`config.mk`:
```
export PLATFORM = sky130hd
export DESIGN_NAME = uerx_ctrl
export DESIGN_NICKNAME = d
export VERILOG_FILES = /design/src/rtl/uerx_pkg.sv /design/src/rtl/uerx_ctrl.sv /design/src/rtl/uerx_nak_timer.sv
export SDC_FILE = /design/constraint.sdc
export NUM_CORES = 1
export LEC_CHECK = 0
export ABC_AREA = 1
export BUFFER_PORTS_ARGS = -buffer_cell sky130_fd_sc_hd__buf_4
export CORE_MARGIN = 2
export CORE_UTILIZATION = 41
export CTS_BUF_LIST = sky130_fd_sc_hd__clkbuf_16
export CTS_CLUSTER_SIZE = 24
export DETAILED_ROUTE_END_ITERATION = 10
export GPL_ROUTABILITY_DRIVEN = 0
export PLACE_DENSITY_LB_ADDON = 0.05
export SETUP_SLACK_MARGIN = 0.05
export SLEW_MARGIN = 10
export SYNTH_ARGS = -nofsm -noshare
export SYNTH_HDL_FRONTEND = slang
export SYNTH_SLANG_ARGS = --single-unit
```
`constraint.sdc`:
```
create_clock -name CORE_CLK -period 4.34 [get_ports CORE_CLK]
set_clock_uncertainty 0.2 [all_clocks]
set_input_delay 0.868 -clock CORE_CLK [delete_from_list [all_inputs] [get_ports CORE_CLK]]
set_output_delay 0.868 -clock CORE_CLK [all_outputs]
set_load 0.1 [all_outputs]
```
`src/rtl/uerx_pkg.sv`:
```
// Purpose: shared constants and carrier types for the usb rx endpoint block
// Assumes: 32-bit avalon-mm register port, word addressing by byte offset
// Notes: bit positions follow the endpoint rx control/status word
package uerx_pkg;
   localparam int ADDR_W = 4;
   // register byte offsets
   localparam logic [ADDR_W-1:0] OFF_CSR = 4'h0;
   localparam logic [ADDR_W-1:0] OFF_IRQ_STAT = 4'h4;
   localparam logic [ADDR_W-1:0] OFF_IRQ_MASK = 4'h8;
   localparam logic [ADDR_W-1:0] OFF_CFG = 4'hc;
   // control/status field positions
   localparam int B_TWEN = 26;
   localparam int B_TGL = 25;
   localparam int B_INCOMP = 24;
   localparam int B_CLEAR_TOGGLE_REQUEST = 23;
   localparam int B_STALL_ST = 22;
   localparam int B_STALL_CTL = 21;
   localparam int B_FLUSH = 20;
   localparam int B_DERR = 19;
   localparam int B_RXRDY = 0;
   // configuration register fields
   localparam int B_HOST = 0;
   localparam int B_ISO = 1;
   localparam int B_NAKLIM = 8;
   localparam int NAKLIM_W = 16;
   // interrupt status fields
   localparam int I_STALL = 0;
   localparam int I_RXRDY = 1;
   localparam int I_ERR = 2;
   localparam int IRQ_W = 3;
   // reset values
   localparam logic [31:0] CSR_RST = 32'h0000_0000;
   localparam logic [31:0] CFG_RST = 32'h0000_0000;
   localparam logic [NAKLIM_W-1:0] NAKLIM_RST = 16'h0000;
   localparam logic [IRQ_W-1:0] IRQ_RST = 3'h0;

   // events reported by the usb packet engine
   typedef struct packed {
      logic pkt_done;     // complete packet landed in the rx fifo
      logic pkt_partial;  // high-bandwidth packet with missing data
      logic crc_err;      // crc or bit-stuff error on that packet
      logic stall_tx;     // stall handshake sent (device mode)
      logic stall_rx;     // stall handshake received (host mode)
      logic nak_rx;       // nak handshake received (host mode)
      logic unload;       // software unloaded the packet from the fifo
   } uerx_link_ev_t;

   // commands to the usb packet engine and fifo
   typedef struct packed {
      logic stall_active; // answer with stall handshakes
      logic in_request;   // issue in tokens
      logic rx_halted;    // endpoint halted by nak timeout
      logic toggle;       // current data toggle
      logic fifo_flush;   // one-cycle flush pulse
   } uerx_link_cmd_t;
endpackage : uerx_pkg

```
`src/rtl/uerx_ctrl.sv`:
```
// Purpose: rx endpoint control/status logic for one usb endpoint
// Assumes: packet engine reports events as one-cycle pulses on CORE_CLK
// Notes: avalon-mm slave with one wait state on every access
// Contract
// - host mode: toggle writable only while toggle write enable is one
// - host mode: reading toggle bit returns the live data toggle
// - incomplete flag set on partial iso packet, cleared by zero, else reads zero
// - writing one to clear-toggle zeroes the toggle, zero leaves it
// - device mode: stall sent flag set on sent stall, cleared by zero
// - host mode: stall received flag set plus interrupt, cleared by zero
// - device mode: stall request bit makes endpoint answer with stall
// - host mode: in request starts in transaction, cleared on packet ready
// - flush discards packet, resets pointer, clears ready, self clears
// - device iso: error flag on bad packet, cleared with ready; bulk zero
// - host: error flag on bad data, bulk nak timeout flags and halts
//
// Decided for this implementation: the Avalon-MM interface to the registers and the address map.
`timescale 1ns/1ps
module uerx_ctrl (
   input wire logic CORE_CLK,
   input wire logic RST,
   input wire logic [uerx_pkg::ADDR_W-1:0] AVS_ADDRESS,
   input wire logic AVS_READ,
   input wire logic AVS_WRITE,
   input wire logic [31:0] AVS_WRITEDATA,
   input wire logic [3:0] AVS_BYTEENABLE,
   output logic [31:0] AVS_READDATA,
   output logic AVS_WAITREQUEST,
   input wire uerx_pkg::uerx_link_ev_t LINK_EV,
   output uerx_pkg::uerx_link_cmd_t LINK_CMD,
   output logic IRQ
);
   import uerx_pkg::*;

   typedef struct packed {
      logic host_mode;
      logic iso_mode;
      logic [NAKLIM_W-1:0] nak_limit;
      logic toggle_write_enable;
      logic endpoint_toggle_state;
      logic incomplete_rx_packet;
      logic stall_flag;       // sent in device mode, received in host mode
      logic stall_ctl;        // stall request or in request by mode
      logic data_error;       // packet data error / data error or nak timeout
      logic receive_packet_ready;
      logic halted;
      logic flush_pulse;
      logic [IRQ_W-1:0] irq_stat;
      logic [IRQ_W-1:0] irq_mask;
      logic ack;              // one wait state, then answer
      logic [31:0] rdata;
      logic irq;
      uerx_link_cmd_t cmd;
   } uerx_st_t;

   uerx_st_t st_reg, st_next;
   logic nak_expired;
   logic [31:0] wmask;
   logic [31:0] csr_view;
   logic [31:0] cfg_view;
   logic wr_csr, wr_cfg, wr_stat, wr_mask;
   logic req;
   logic [IRQ_W-1:0] ev_irq;

   // nak limit only matters for host bulk reception
   uerx_nak_timer u_nak (
      .CORE_CLK(CORE_CLK),
      .RST(RST),
      .arm(st_reg.host_mode && !st_reg.iso_mode && st_reg.stall_ctl),
      .nak(LINK_EV.nak_rx),
      .restart(LINK_EV.pkt_done),
      .limit(st_reg.nak_limit),
      .expired(nak_expired)
   );

   // byte enables widened to a bit mask
   generate
      for (genvar i = 0; i < 4; i++) begin : g_be
         assign wmask[i*8 +: 8] = {8{AVS_BYTEENABLE[i]}};
      end
   endgenerate

   // read views; the toggle bit shows the live toggle state
   always_comb begin
      csr_view = '0;
      csr_view[B_TWEN] = st_reg.toggle_write_enable;
      csr_view[B_TGL] = st_reg.endpoint_toggle_state;
      csr_view[B_INCOMP] = st_reg.iso_mode && st_reg.incomplete_rx_packet;
      csr_view[B_STALL_ST] = st_reg.stall_flag;
      csr_view[B_STALL_CTL] = st_reg.stall_ctl;
      // device bulk reads zero; host keeps its error flag
      csr_view[B_DERR] = st_reg.data_error &&
         (st_reg.host_mode || st_reg.iso_mode);
      csr_view[B_RXRDY] = st_reg.receive_packet_ready;
      cfg_view = '0;
      cfg_view[B_HOST] = st_reg.host_mode;
      cfg_view[B_ISO] = st_reg.iso_mode;
      cfg_view[B_NAKLIM +: NAKLIM_W] = st_reg.nak_limit;
   end

   // a request is taken once; the ack cycle blocks a second take of it
   assign req = (AVS_READ || AVS_WRITE) && !st_reg.ack;
   assign wr_csr = req && AVS_WRITE && AVS_ADDRESS == OFF_CSR;
   assign wr_cfg = req && AVS_WRITE && AVS_ADDRESS == OFF_CFG;
   assign wr_stat = req && AVS_WRITE && AVS_ADDRESS == OFF_IRQ_STAT;
   assign wr_mask = req && AVS_WRITE && AVS_ADDRESS == OFF_IRQ_MASK;

   // events that raise sticky interrupt status
   always_comb begin
      ev_irq = '0;
      ev_irq[I_STALL] = st_reg.host_mode ? LINK_EV.stall_rx : 1'b0;
      ev_irq[I_RXRDY] = LINK_EV.pkt_done;
      ev_irq[I_ERR] = nak_expired || (LINK_EV.pkt_done && LINK_EV.crc_err);
   end

   // next state: bus writes first, hardware events override (set wins)
   always_comb begin
      st_next = st_reg;
      st_next.flush_pulse = 1'b0;
      st_next.ack = req;
      // configuration
      if (wr_cfg && AVS_BYTEENABLE[0]) begin
         st_next.host_mode = AVS_WRITEDATA[B_HOST];
         st_next.iso_mode = AVS_WRITEDATA[B_ISO];
      end
      if (wr_cfg) begin
         st_next.nak_limit = (AVS_WRITEDATA[B_NAKLIM +: NAKLIM_W] &
            wmask[B_NAKLIM +: NAKLIM_W]) |
            (st_reg.nak_limit & ~wmask[B_NAKLIM +: NAKLIM_W]);
      end
      // control/status word, upper bytes only hold writable fields
      if (wr_csr && AVS_BYTEENABLE[3]) begin
         st_next.toggle_write_enable = AVS_WRITEDATA[B_TWEN];
         if (st_reg.host_mode && st_reg.toggle_write_enable) begin
            st_next.endpoint_toggle_state = AVS_WRITEDATA[B_TGL];
         end
         if (!AVS_WRITEDATA[B_INCOMP]) begin
            st_next.incomplete_rx_packet = 1'b0;
         end
         if (AVS_WRITEDATA[B_CLEAR_TOGGLE_REQUEST]) begin
            st_next.endpoint_toggle_state = 1'b0;
         end
      end
      if (wr_csr && AVS_BYTEENABLE[2]) begin
         if (!AVS_WRITEDATA[B_STALL_ST]) begin
            st_next.stall_flag = 1'b0;
         end
         st_next.stall_ctl = AVS_WRITEDATA[B_STALL_CTL];
         if (AVS_WRITEDATA[B_STALL_CTL]) begin
            st_next.halted = 1'b0; // new in request restarts halted endpoint
         end
         if (!AVS_WRITEDATA[B_DERR] && st_reg.host_mode) begin
            st_next.data_error = 1'b0;
         end
         if (AVS_WRITEDATA[B_FLUSH]) begin
            // drop the packet; flush is a pulse so the bit never sticks
            st_next.flush_pulse = 1'b1;
            st_next.receive_packet_ready = 1'b0;
         end
      end
      // interrupt status and mask
      if (wr_stat && AVS_BYTEENABLE[0]) begin
         st_next.irq_stat = st_reg.irq_stat & ~AVS_WRITEDATA[IRQ_W-1:0];
      end
      if (wr_mask && AVS_BYTEENABLE[0]) begin
         st_next.irq_mask = AVS_WRITEDATA[IRQ_W-1:0];
      end
      // software unload clears ready, and the device data error with it
      if (LINK_EV.unload) begin
         st_next.receive_packet_ready = 1'b0;
      end
      if (!st_next.receive_packet_ready && !st_reg.host_mode) begin
         st_next.data_error = 1'b0;
      end
      // hardware events win over clears in the same cycle
      if (LINK_EV.pkt_done) begin
         st_next.receive_packet_ready = 1'b1;
         if (st_reg.host_mode) begin
            st_next.stall_ctl = 1'b0;
         end
         if (LINK_EV.crc_err && (st_reg.host_mode || st_reg.iso_mode)) begin
            st_next.data_error = 1'b1;
         end
         if (LINK_EV.pkt_partial && st_reg.iso_mode) begin
            st_next.incomplete_rx_packet = 1'b1;
         end
      end
      if (st_reg.host_mode ? LINK_EV.stall_rx : LINK_EV.stall_tx) begin
         st_next.stall_flag = 1'b1;
      end
      if (nak_expired) begin
         st_next.data_error = 1'b1;
         st_next.halted = 1'b1;
         st_next.stall_ctl = 1'b0;
      end
      st_next.irq_stat = st_next.irq_stat | ev_irq;
      // read data, unmapped addresses read zero
      st_next.rdata = '0;
      if (req && AVS_READ) begin
         unique case (AVS_ADDRESS)
            OFF_CSR: st_next.rdata = csr_view;
            OFF_CFG: st_next.rdata = cfg_view;
            OFF_IRQ_STAT: st_next.rdata[IRQ_W-1:0] = st_reg.irq_stat;
            OFF_IRQ_MASK: st_next.rdata[IRQ_W-1:0] = st_reg.irq_mask;
            default: st_next.rdata = '0;
         endcase
      end
      st_next.irq = |(st_next.irq_stat & st_next.irq_mask);
      // link commands by mode
      st_next.cmd.stall_active = !st_next.host_mode && st_next.stall_ctl;
      st_next.cmd.in_request = st_next.host_mode && st_next.stall_ctl &&
         !st_next.halted;
      st_next.cmd.rx_halted = st_next.halted;
      st_next.cmd.toggle = st_next.endpoint_toggle_state;
      st_next.cmd.fifo_flush = st_next.flush_pulse;
   end

   always_ff @(posedge CORE_CLK) begin
      if (RST) begin
         st_reg <= '0;
      end else begin
         st_reg <= st_next;
      end
   end

   // outputs straight from state flops
   assign AVS_READDATA = st_reg.rdata;
   assign AVS_WAITREQUEST = !st_reg.ack;
   assign LINK_CMD = st_reg.cmd;
   assign IRQ = st_reg.irq;

   // read-side checks look at the registered read data, not the view
   toggle_lock_a: assert property (@(posedge CORE_CLK)
      disable iff (RST)
      wr_csr && AVS_BYTEENABLE[3] && !st_reg.toggle_write_enable &&
      !AVS_WRITEDATA[B_CLEAR_TOGGLE_REQUEST] && !(AVS_WRITEDATA[B_TGL] ==
      st_reg.endpoint_toggle_state) |=> $stable(st_reg.endpoint_toggle_state))
      else $error("toggle changed while write locked");
   toggle_view_a: assert property (@(posedge CORE_CLK)
      disable iff (RST)
      req && AVS_READ && AVS_ADDRESS == OFF_CSR |=>
      AVS_READDATA[B_TGL] == $past(st_reg.endpoint_toggle_state))
      else $error("toggle read view wrong");
   incomp_bulk_a: assert property (@(posedge CORE_CLK)
      disable iff (RST)
      req && AVS_READ && AVS_ADDRESS == OFF_CSR && !st_reg.iso_mode
      |=> !AVS_READDATA[B_INCOMP])
      else $error("incomplete flag seen outside iso");
   clr_toggle_a: assert property (@(posedge CORE_CLK)
      disable iff (RST)
      wr_csr && AVS_BYTEENABLE[3] && AVS_WRITEDATA[B_CLEAR_TOGGLE_REQUEST]
      |=> !LINK_CMD.toggle ##0 !st_reg.endpoint_toggle_state)
      else $error("clear toggle failed");
   stall_sent_a: assert property (@(posedge CORE_CLK)
      disable iff (RST)
      !st_reg.host_mode && LINK_EV.stall_tx |=> st_reg.stall_flag)
      else $error("stall sent not flagged");
   stall_irq_a: assert property (@(posedge CORE_CLK)
      disable iff (RST)
      st_reg.host_mode && LINK_EV.stall_rx && st_reg.irq_mask[I_STALL]
      |=> IRQ && st_reg.stall_flag)
      else $error("stall received without interrupt");
   // status set must survive a write-one clear in the same cycle
   stat_set_a: assert property (@(posedge CORE_CLK)
      disable iff (RST)
      ev_irq != '0 |=> (st_reg.irq_stat & $past(ev_irq)) == $past(ev_irq))
      else $error("event lost against status clear");
   stall_cmd_a: assert property (@(posedge CORE_CLK)
      disable iff (RST)
      LINK_CMD.stall_active |-> !st_reg.host_mode && st_reg.stall_ctl)
      else $error("stall issued without request");
   inreq_clr_a: assert property (@(posedge CORE_CLK)
      disable iff (RST)
      st_reg.host_mode && LINK_EV.pkt_done
      |=> !LINK_CMD.in_request && st_reg.receive_packet_ready)
      else $error("in request not cleared by packet ready");
   flush_pulse_a: assert property (@(posedge CORE_CLK)
      disable iff (RST)
      LINK_CMD.fifo_flush |=> !LINK_CMD.fifo_flush)
      else $error("flush did not self clear");
   // a packet landing with the flush wins, so it is left out here
   flush_rdy_a: assert property (@(posedge CORE_CLK)
      disable iff (RST)
      wr_csr && AVS_BYTEENABLE[2] && AVS_WRITEDATA[B_FLUSH] &&
      !LINK_EV.pkt_done |=> LINK_CMD.fifo_flush &&
      !st_reg.receive_packet_ready)
      else $error("flush left packet ready");
   derr_bulk_a: assert property (@(posedge CORE_CLK)
      disable iff (RST)
      req && AVS_READ && AVS_ADDRESS == OFF_CSR && !st_reg.host_mode &&
      !st_reg.iso_mode |=> !AVS_READDATA[B_DERR])
      else $error("device bulk data error visible");
   nak_halt_a: assert property (@(posedge CORE_CLK)
      disable iff (RST)
      nak_expired |=> st_reg.halted && st_reg.data_error)
      else $error("nak timeout did not halt");
   rdy_set_a: assert property (@(posedge CORE_CLK)
      disable iff (RST)
      LINK_EV.pkt_done |=> st_reg.receive_packet_ready)
      else $error("packet ready not set");
   shared_bit_a: assert property (@(posedge CORE_CLK)
      disable iff (RST)
      LINK_CMD.in_request |-> !LINK_CMD.stall_active)
      else $error("shared bit used in both senses");
   wait_a: assert property (@(posedge CORE_CLK)
      disable iff (RST)
      (AVS_READ || AVS_WRITE) && AVS_WAITREQUEST |=> !AVS_WAITREQUEST)
      else $error("bus answer late");

   cov_flush_c: cover property (@(posedge CORE_CLK) LINK_CMD.fifo_flush);
   cov_nak_c: cover property (@(posedge CORE_CLK) nak_expired);
   cov_stall_c: cover property (@(posedge CORE_CLK)
      st_reg.host_mode && LINK_EV.stall_rx);
   cov_setclr_c: cover property (@(posedge CORE_CLK)
      LINK_EV.pkt_done && LINK_EV.unload);
endmodule : uerx_ctrl

```
`src/rtl/uerx_nak_timer.sv`:
```
// Purpose: nak limit timer for host bulk receive
// Assumes: nak_rx pulses once per nak, any data or stop clears the count
// Notes: counts naks, not time; limit zero disables the timer
`timescale 1ns/1ps
module uerx_nak_timer (
   input wire logic CORE_CLK,
   input wire logic RST,
   input wire logic arm,
   input wire logic nak,
   input wire logic restart,
   input wire logic [uerx_pkg::NAKLIM_W-1:0] limit,
   output logic expired
);
   import uerx_pkg::*;

   typedef struct packed {
      logic [NAKLIM_W-1:0] cnt;
      logic expired;
   } uerx_nak_st_t;

   uerx_nak_st_t st_reg, st_next;

   // count consecutive naks while armed, pulse at the limit
   always_comb begin
      st_next = st_reg;
      st_next.expired = 1'b0;
      if (!arm || restart) begin
         st_next.cnt = '0;
      end else if (nak && limit != '0) begin
         if (st_reg.cnt + 16'h0001 >= limit) begin
            st_next.cnt = '0;
            st_next.expired = 1'b1;
         end else begin
            st_next.cnt = st_reg.cnt + 16'h0001;
         end
      end
   end

   always_ff @(posedge CORE_CLK) begin
      if (RST) begin
         st_reg <= '0;
      end else begin
         st_reg <= st_next;
      end
   end

   assign expired = st_reg.expired;

   nak_limit_a: assert property (@(posedge CORE_CLK)
      disable iff (RST)
      st_reg.expired |-> $past(arm) && $past(nak))
      else $error("nak timeout without a nak");
endmodule : uerx_nak_timer

```
# Word-level counts from Yosys, hierarchy flattened
# Cells that the tools add are included.
dict set report word_totals {
  out_inout_bits 39
  latchBits 0
  memories 0
  ramBits 0
  elab_cells 116
  register_bits 86
  romBits 0
}
dict set report op_classes {
  div 0
  magnitude_cmp 1
  n_eq_ne 4
  n_shift 0
  muxes 29
  reduce_logical 49
  add_sub_neg 1
  bitwise 11
  mul 0
}
# cell n
set ops {}
lappend ops {{$pmux W24 S2} 1}
lappend ops {{$and A16 B16 Y16} 2}
lappend ops {{$logic_and A1 B1 Y1} 26}
lappend ops {{$mux W1} 19}
lappend ops {{$add A16 B1 Y16 const B} 1}
lappend ops {{$ge A16 B16 Y1} 1}
lappend ops {{$mux W16} 1}
lappend ops {{$not A16 Y16} 1}
lappend ops {{$or A16 B16 Y16} 1}
lappend ops {{$reduce_bool A16 Y1} 1}
lappend ops {{$pmux W3 S4} 1}
lappend ops {{$mux W3} 3}
lappend ops {{$eq A4 B4 Y1 const B} 2}
lappend ops {{$logic_not A1 Y1} 8}
lappend ops {{$and A3 B3 Y3} 2}
lappend ops {{$mux W2} 3}
lappend ops {{$mux W6} 1}
lappend ops {{$reduce_or A2 Y1} 3}
lappend ops {{$reduce_or A3 Y1} 2}
lappend ops {{$eq A4 B3 Y1 const B} 1}
lappend ops {{$logic_not A4 Y1} 1}
lappend ops {{$logic_or A1 B1 Y1} 4}
lappend ops {{$reduce_and A2 Y1} 2}
lappend ops {{$reduce_bool A2 Y1} 2}
lappend ops {{4 further kinds} 6}

# Logic depth before layout (Yosys ltp)
dict set report logic_depth {
  ltp_word 15
  ltp_mapped 18
}

# Modules after synthesis
# A second synthesis with hierarchy kept.
dict set report unflattened {
  cells_unflattened 532
  area_unflattened_um2 3966.3
}
# module area_per_inst_um2 seq_area_each_um2 cells_each instances
set modules_own_cells {}
lappend modules_own_cells {uerx_ctrl 2528.7 1181.1 309 1}
lappend modules_own_cells {uerx_nak_timer 1437.6 340.3 223 1}

# Worst setup path after synthesis
# Ideal clock, no wire load.
dict set report synth_timing {
  path_kind {register to register}
  startpoint {reg u_nak.st_reg[1] (netlist name)}
  endpoint {reg u_nak.st_reg[13] (netlist name)}
  setup_time_ns 0.117
  arrival_ns 2.211
  t_required_ns 4.023
  stages_incl_launch_ff 18
  setup_slack_ns 1.811
  cell_sequence {dfxtp_1 > ha_1 > nand2_1 > nor2_2 > nand2_2 > nor2_4 > nand2_1 > nand2_1 > nand2_2 > ha_1 > nand2_1 > nor4_1 > nand2_1 > nand2_1 > nand2_1 > nand2_1 > buf_2 > nor2_1}
}
dict set report synth_between {
  elab_chain_cells 3
}
# element line_no
set synth_lines {}
lappend synth_lines {{from (decl)} uerx_nak_timer.sv:21} ;# uerx_nak_st_t st_reg, st_next;
lappend synth_lines {{from (signal assigned)} uerx_nak_timer.sv:43} ;# st_reg <= st_next;
lappend synth_lines {{$add A16 B1 Y16 (*)} {uerx_nak_timer.sv:30, uerx_nak_timer.sv:34}}
lappend synth_lines {{$ge A16 B16 Y1} uerx_nak_timer.sv:30} ;# if (st_reg.cnt + 16'h0001 >= limit) begin
lappend synth_lines {{$mux W16 (*)} uerx_nak_timer.sv:30}
# Mark *: on every way between the ends. The rest lies on a longest branch, timed or not.
# A chain may end at the register's enable or synchronous reset.

# Worst setup path after layout
dict set report layout_timing {
  startpoint {reg u_nak.st_reg[1] (netlist name)}
  endpoint {reg u_nak.st_reg[7] (netlist name)}
}
# Same word-level chain as after synthesis.

==> reports/metrics.yaml <==
crit_fanout: 12
final_nets: 631
cts_htree_levels: 3
first_global_vias: 2901
grt_setup_unrepaired: "false"
min_delay_path_depth: 2
yosysWarnings: 0
rrSetupSlack_ps: 1380
wl_per_cell_microns: 12.4
post-route-period-util_pct: 68.1
netlist.area_leader.share_pct: 38.9
postPlaceCellArea_sq_um: 4280
max_freq_ghz: 0.338
die_y_microns: 102
timing.rr.end: "u_nak.st_reg[7]"
syn_inst: 523
vias: 3193
layout_min_cycle_time_ps: 2960
ctsResizeCount: 0
avgSynthCellArea_sq_um: 7.48
finalSetupViolCount: 0
initialDrtViolationCount: 112
cts_hold_buf: 0
synth_area_leader_cell: "dfxtp_1"
maxSlewHeadroom_pct: 54.8
synthTopCellsByArea: "dfxtp_1, nand2_1, buf_4"
ys_seq_elements: 76
cts.path.max_buffers: 2
die_area_sq_um: 10300
post_cts_buffers: 0
routed_via_density: 4.59
core_sq_um: 9240
endpoint_kind: "flip-flop"
syn_to_final_growth_pct: 16.1
synth.distinct_cells: 41
max-vdd-ir-drop_uv: 163
ios: 90
hold_viol: 0
p_comb_share_pct: 9.2
leakage_nw: 2.02
dr.pass1.iters: 4
cts_tree: "yes"
power_w: 0.00150
drive_gt1_share_pct: 20.1
antenna_found_initial: 0
power_frac_seq_pct: 47.1
drcViolationCount: 0
whs_endpoint: "AVS_READDATA[26]"
rr_worst_depth: 16
power.switching_w: 0.000379
grt_pass1_wl_microns: 14100
fp.dieW_microns: 102
ys_seq_area_share_pct: 38.9
num_rows: 35
powerDensity_nw_per_um2: 330
clkLatencyLatePin_ps: 330
grt_max_degree: 23
antenna_left: 0
worstHoldStart: "csr_view[26]"
critPathKind: "flip-flop to flip-flop"
wirelength_microns: 8610
cts_inserted_buffers: 9
drv_slew: 0
clock-root-buffer: "clkbuf_16"
fin_area_sq_um: 4540
cp.required_ps: 4340
drv_cap: 0
status: "finished clean"
layout_commonest_cell: "nand2_1"
startpoint_type: "flip-flop"
cts.sinks: 76
gr-total-overflow: 0
hp-class: "flip-flop to flip-flop"
swShare_pct: 25.3
syn-cell-area_sq_um: 3910
initial_core_util_pct: 42.3
num_antenna_cells: 0
layout_common_cells: "nand2_1, dfxtp_1, inv_1, buf_4, nor2_1"
r2r_start: "u_nak.st_reg[1]"
hpwl_microns: 6630
path_clk_slew_ps: 60
fin_setup_tns_ps: 0
p_clk_share_pct: 43.8
portBuffers: 69
p_int_w: 0.00112
grt_usage_pct: 17.5
critPathArrivalTime_ps: 2960
tightest_slew_ps: 676
==> layer usage <==
layer / track usage [%] / routed length [microns] / up-vias
met5: 0 / 0 / -
met3: 3.17 / 394 / 13
met2: 25.5 / 3580 / 66
li1: - / - / 1719
met1: 26.0 / 4500 / 1395
met4: 6.03 / 127 / 0
==> per-stage QoR <==
stage,setup slack (ps),utilization [%],hold slack (ps),cells
3_3_place_gp,1380,46.4,256,681
6_report,1380,49.2,260,696
3_5_place_dp,1350,46.4,254,681
4_1_cts,1320,49.2,263,696
5_1_grt,976,49.2,295,696
2_1_floorplan,1810,-,224,532
==> worst max-delay path by stage <==
stage / to / start
4_1_cts: u_nak.st_reg[11] / u_nak.st_reg[1]
6_report: u_nak.st_reg[7] / u_nak.st_reg[1]
5_1_grt: u_nak.st_reg[13] / u_nak.st_reg[1]
3_5_place_dp: u_nak.st_reg[13] / u_nak.st_reg[1]
3_3_place_gp: u_nak.st_reg[2] / u_nak.st_reg[1]
2_1_floorplan: u_nak.st_reg[13] / u_nak.st_reg[1]
==> final cells by class <==
class,count,area (sq um)
Clock inverter,6,33.8
Multi-Input combinational cell,332,1800
Timing Repair Buffer,69,518
Clock buffer,9,225
Tap cell,129,161
Sequential cell,76,1520
Fill cell,918,4700
Inverter,75,282
==> worst max-delay path, stage by stage, from the launching register on <==
cell and delay [ps]:
dfxtp_1 430, ha_1 200, nand2_1 100, nor2_2 150, nand2_2 100, nor2_4 150
nand2_1 70, nand2_1 70, nand2_2 60, ha_1 270, nand2_1 70, nor4_1 270
nand2_1 80, nand2_1 60, nand2_1 110, nand2_1 370, nor2_1 70
==> cells in the mapped netlist (all sizes together) <==
| cell type | count |
|---|---|
| a21oi | 41 |
| nor2 | 54 |
| or2 | 3 |
| nor3 | 19 |
| nor4 | 1 |
| o221ai | 1 |
| nand3b | 3 |
| xor2 | 6 |
| o21ai | 41 |
| a31oi | 4 |
| a21boi | 3 |
| xnor2 | 1 |
| clkbuf | 6 |
| nand4 | 9 |
| ha | 17 |
| and2 | 2 |
| o21a | 2 |
| dfxtp | 76 |
| o22ai | 3 |
| inv | 75 |
| nand3 | 21 |
| buf | 43 |
| nand2 | 91 |
| conb | 1 |
==> logic make-up after synthesis <==
kind of cell	share of synthesized area [%]
xor gates and xnor gates	1.57
and+or+nand+nor	25.1
adders and majority gates	5.44
buffers and inverters	15.9
other	0.0959
DFF	38.9
AOI/OAI and AO/OA	13.0
==> power groups by stage <==
stage / logic [W] / clock network, W / registers [W]
2_1_floorplan: 0.0000978 / 0 / 0.000720
3_3_place_gp: 0.000138 / 0 / 0.000721
3_5_place_dp: 0.000138 / 0 / 0.000721
4_1_cts: 0.000138 / 0.000671 / 0.000705
5_1_grt: 0.000150 / 0.000699 / 0.000706
6_report: 0.000138 / 0.000656 / 0.000705
Power figures use the tool's default switching activity.
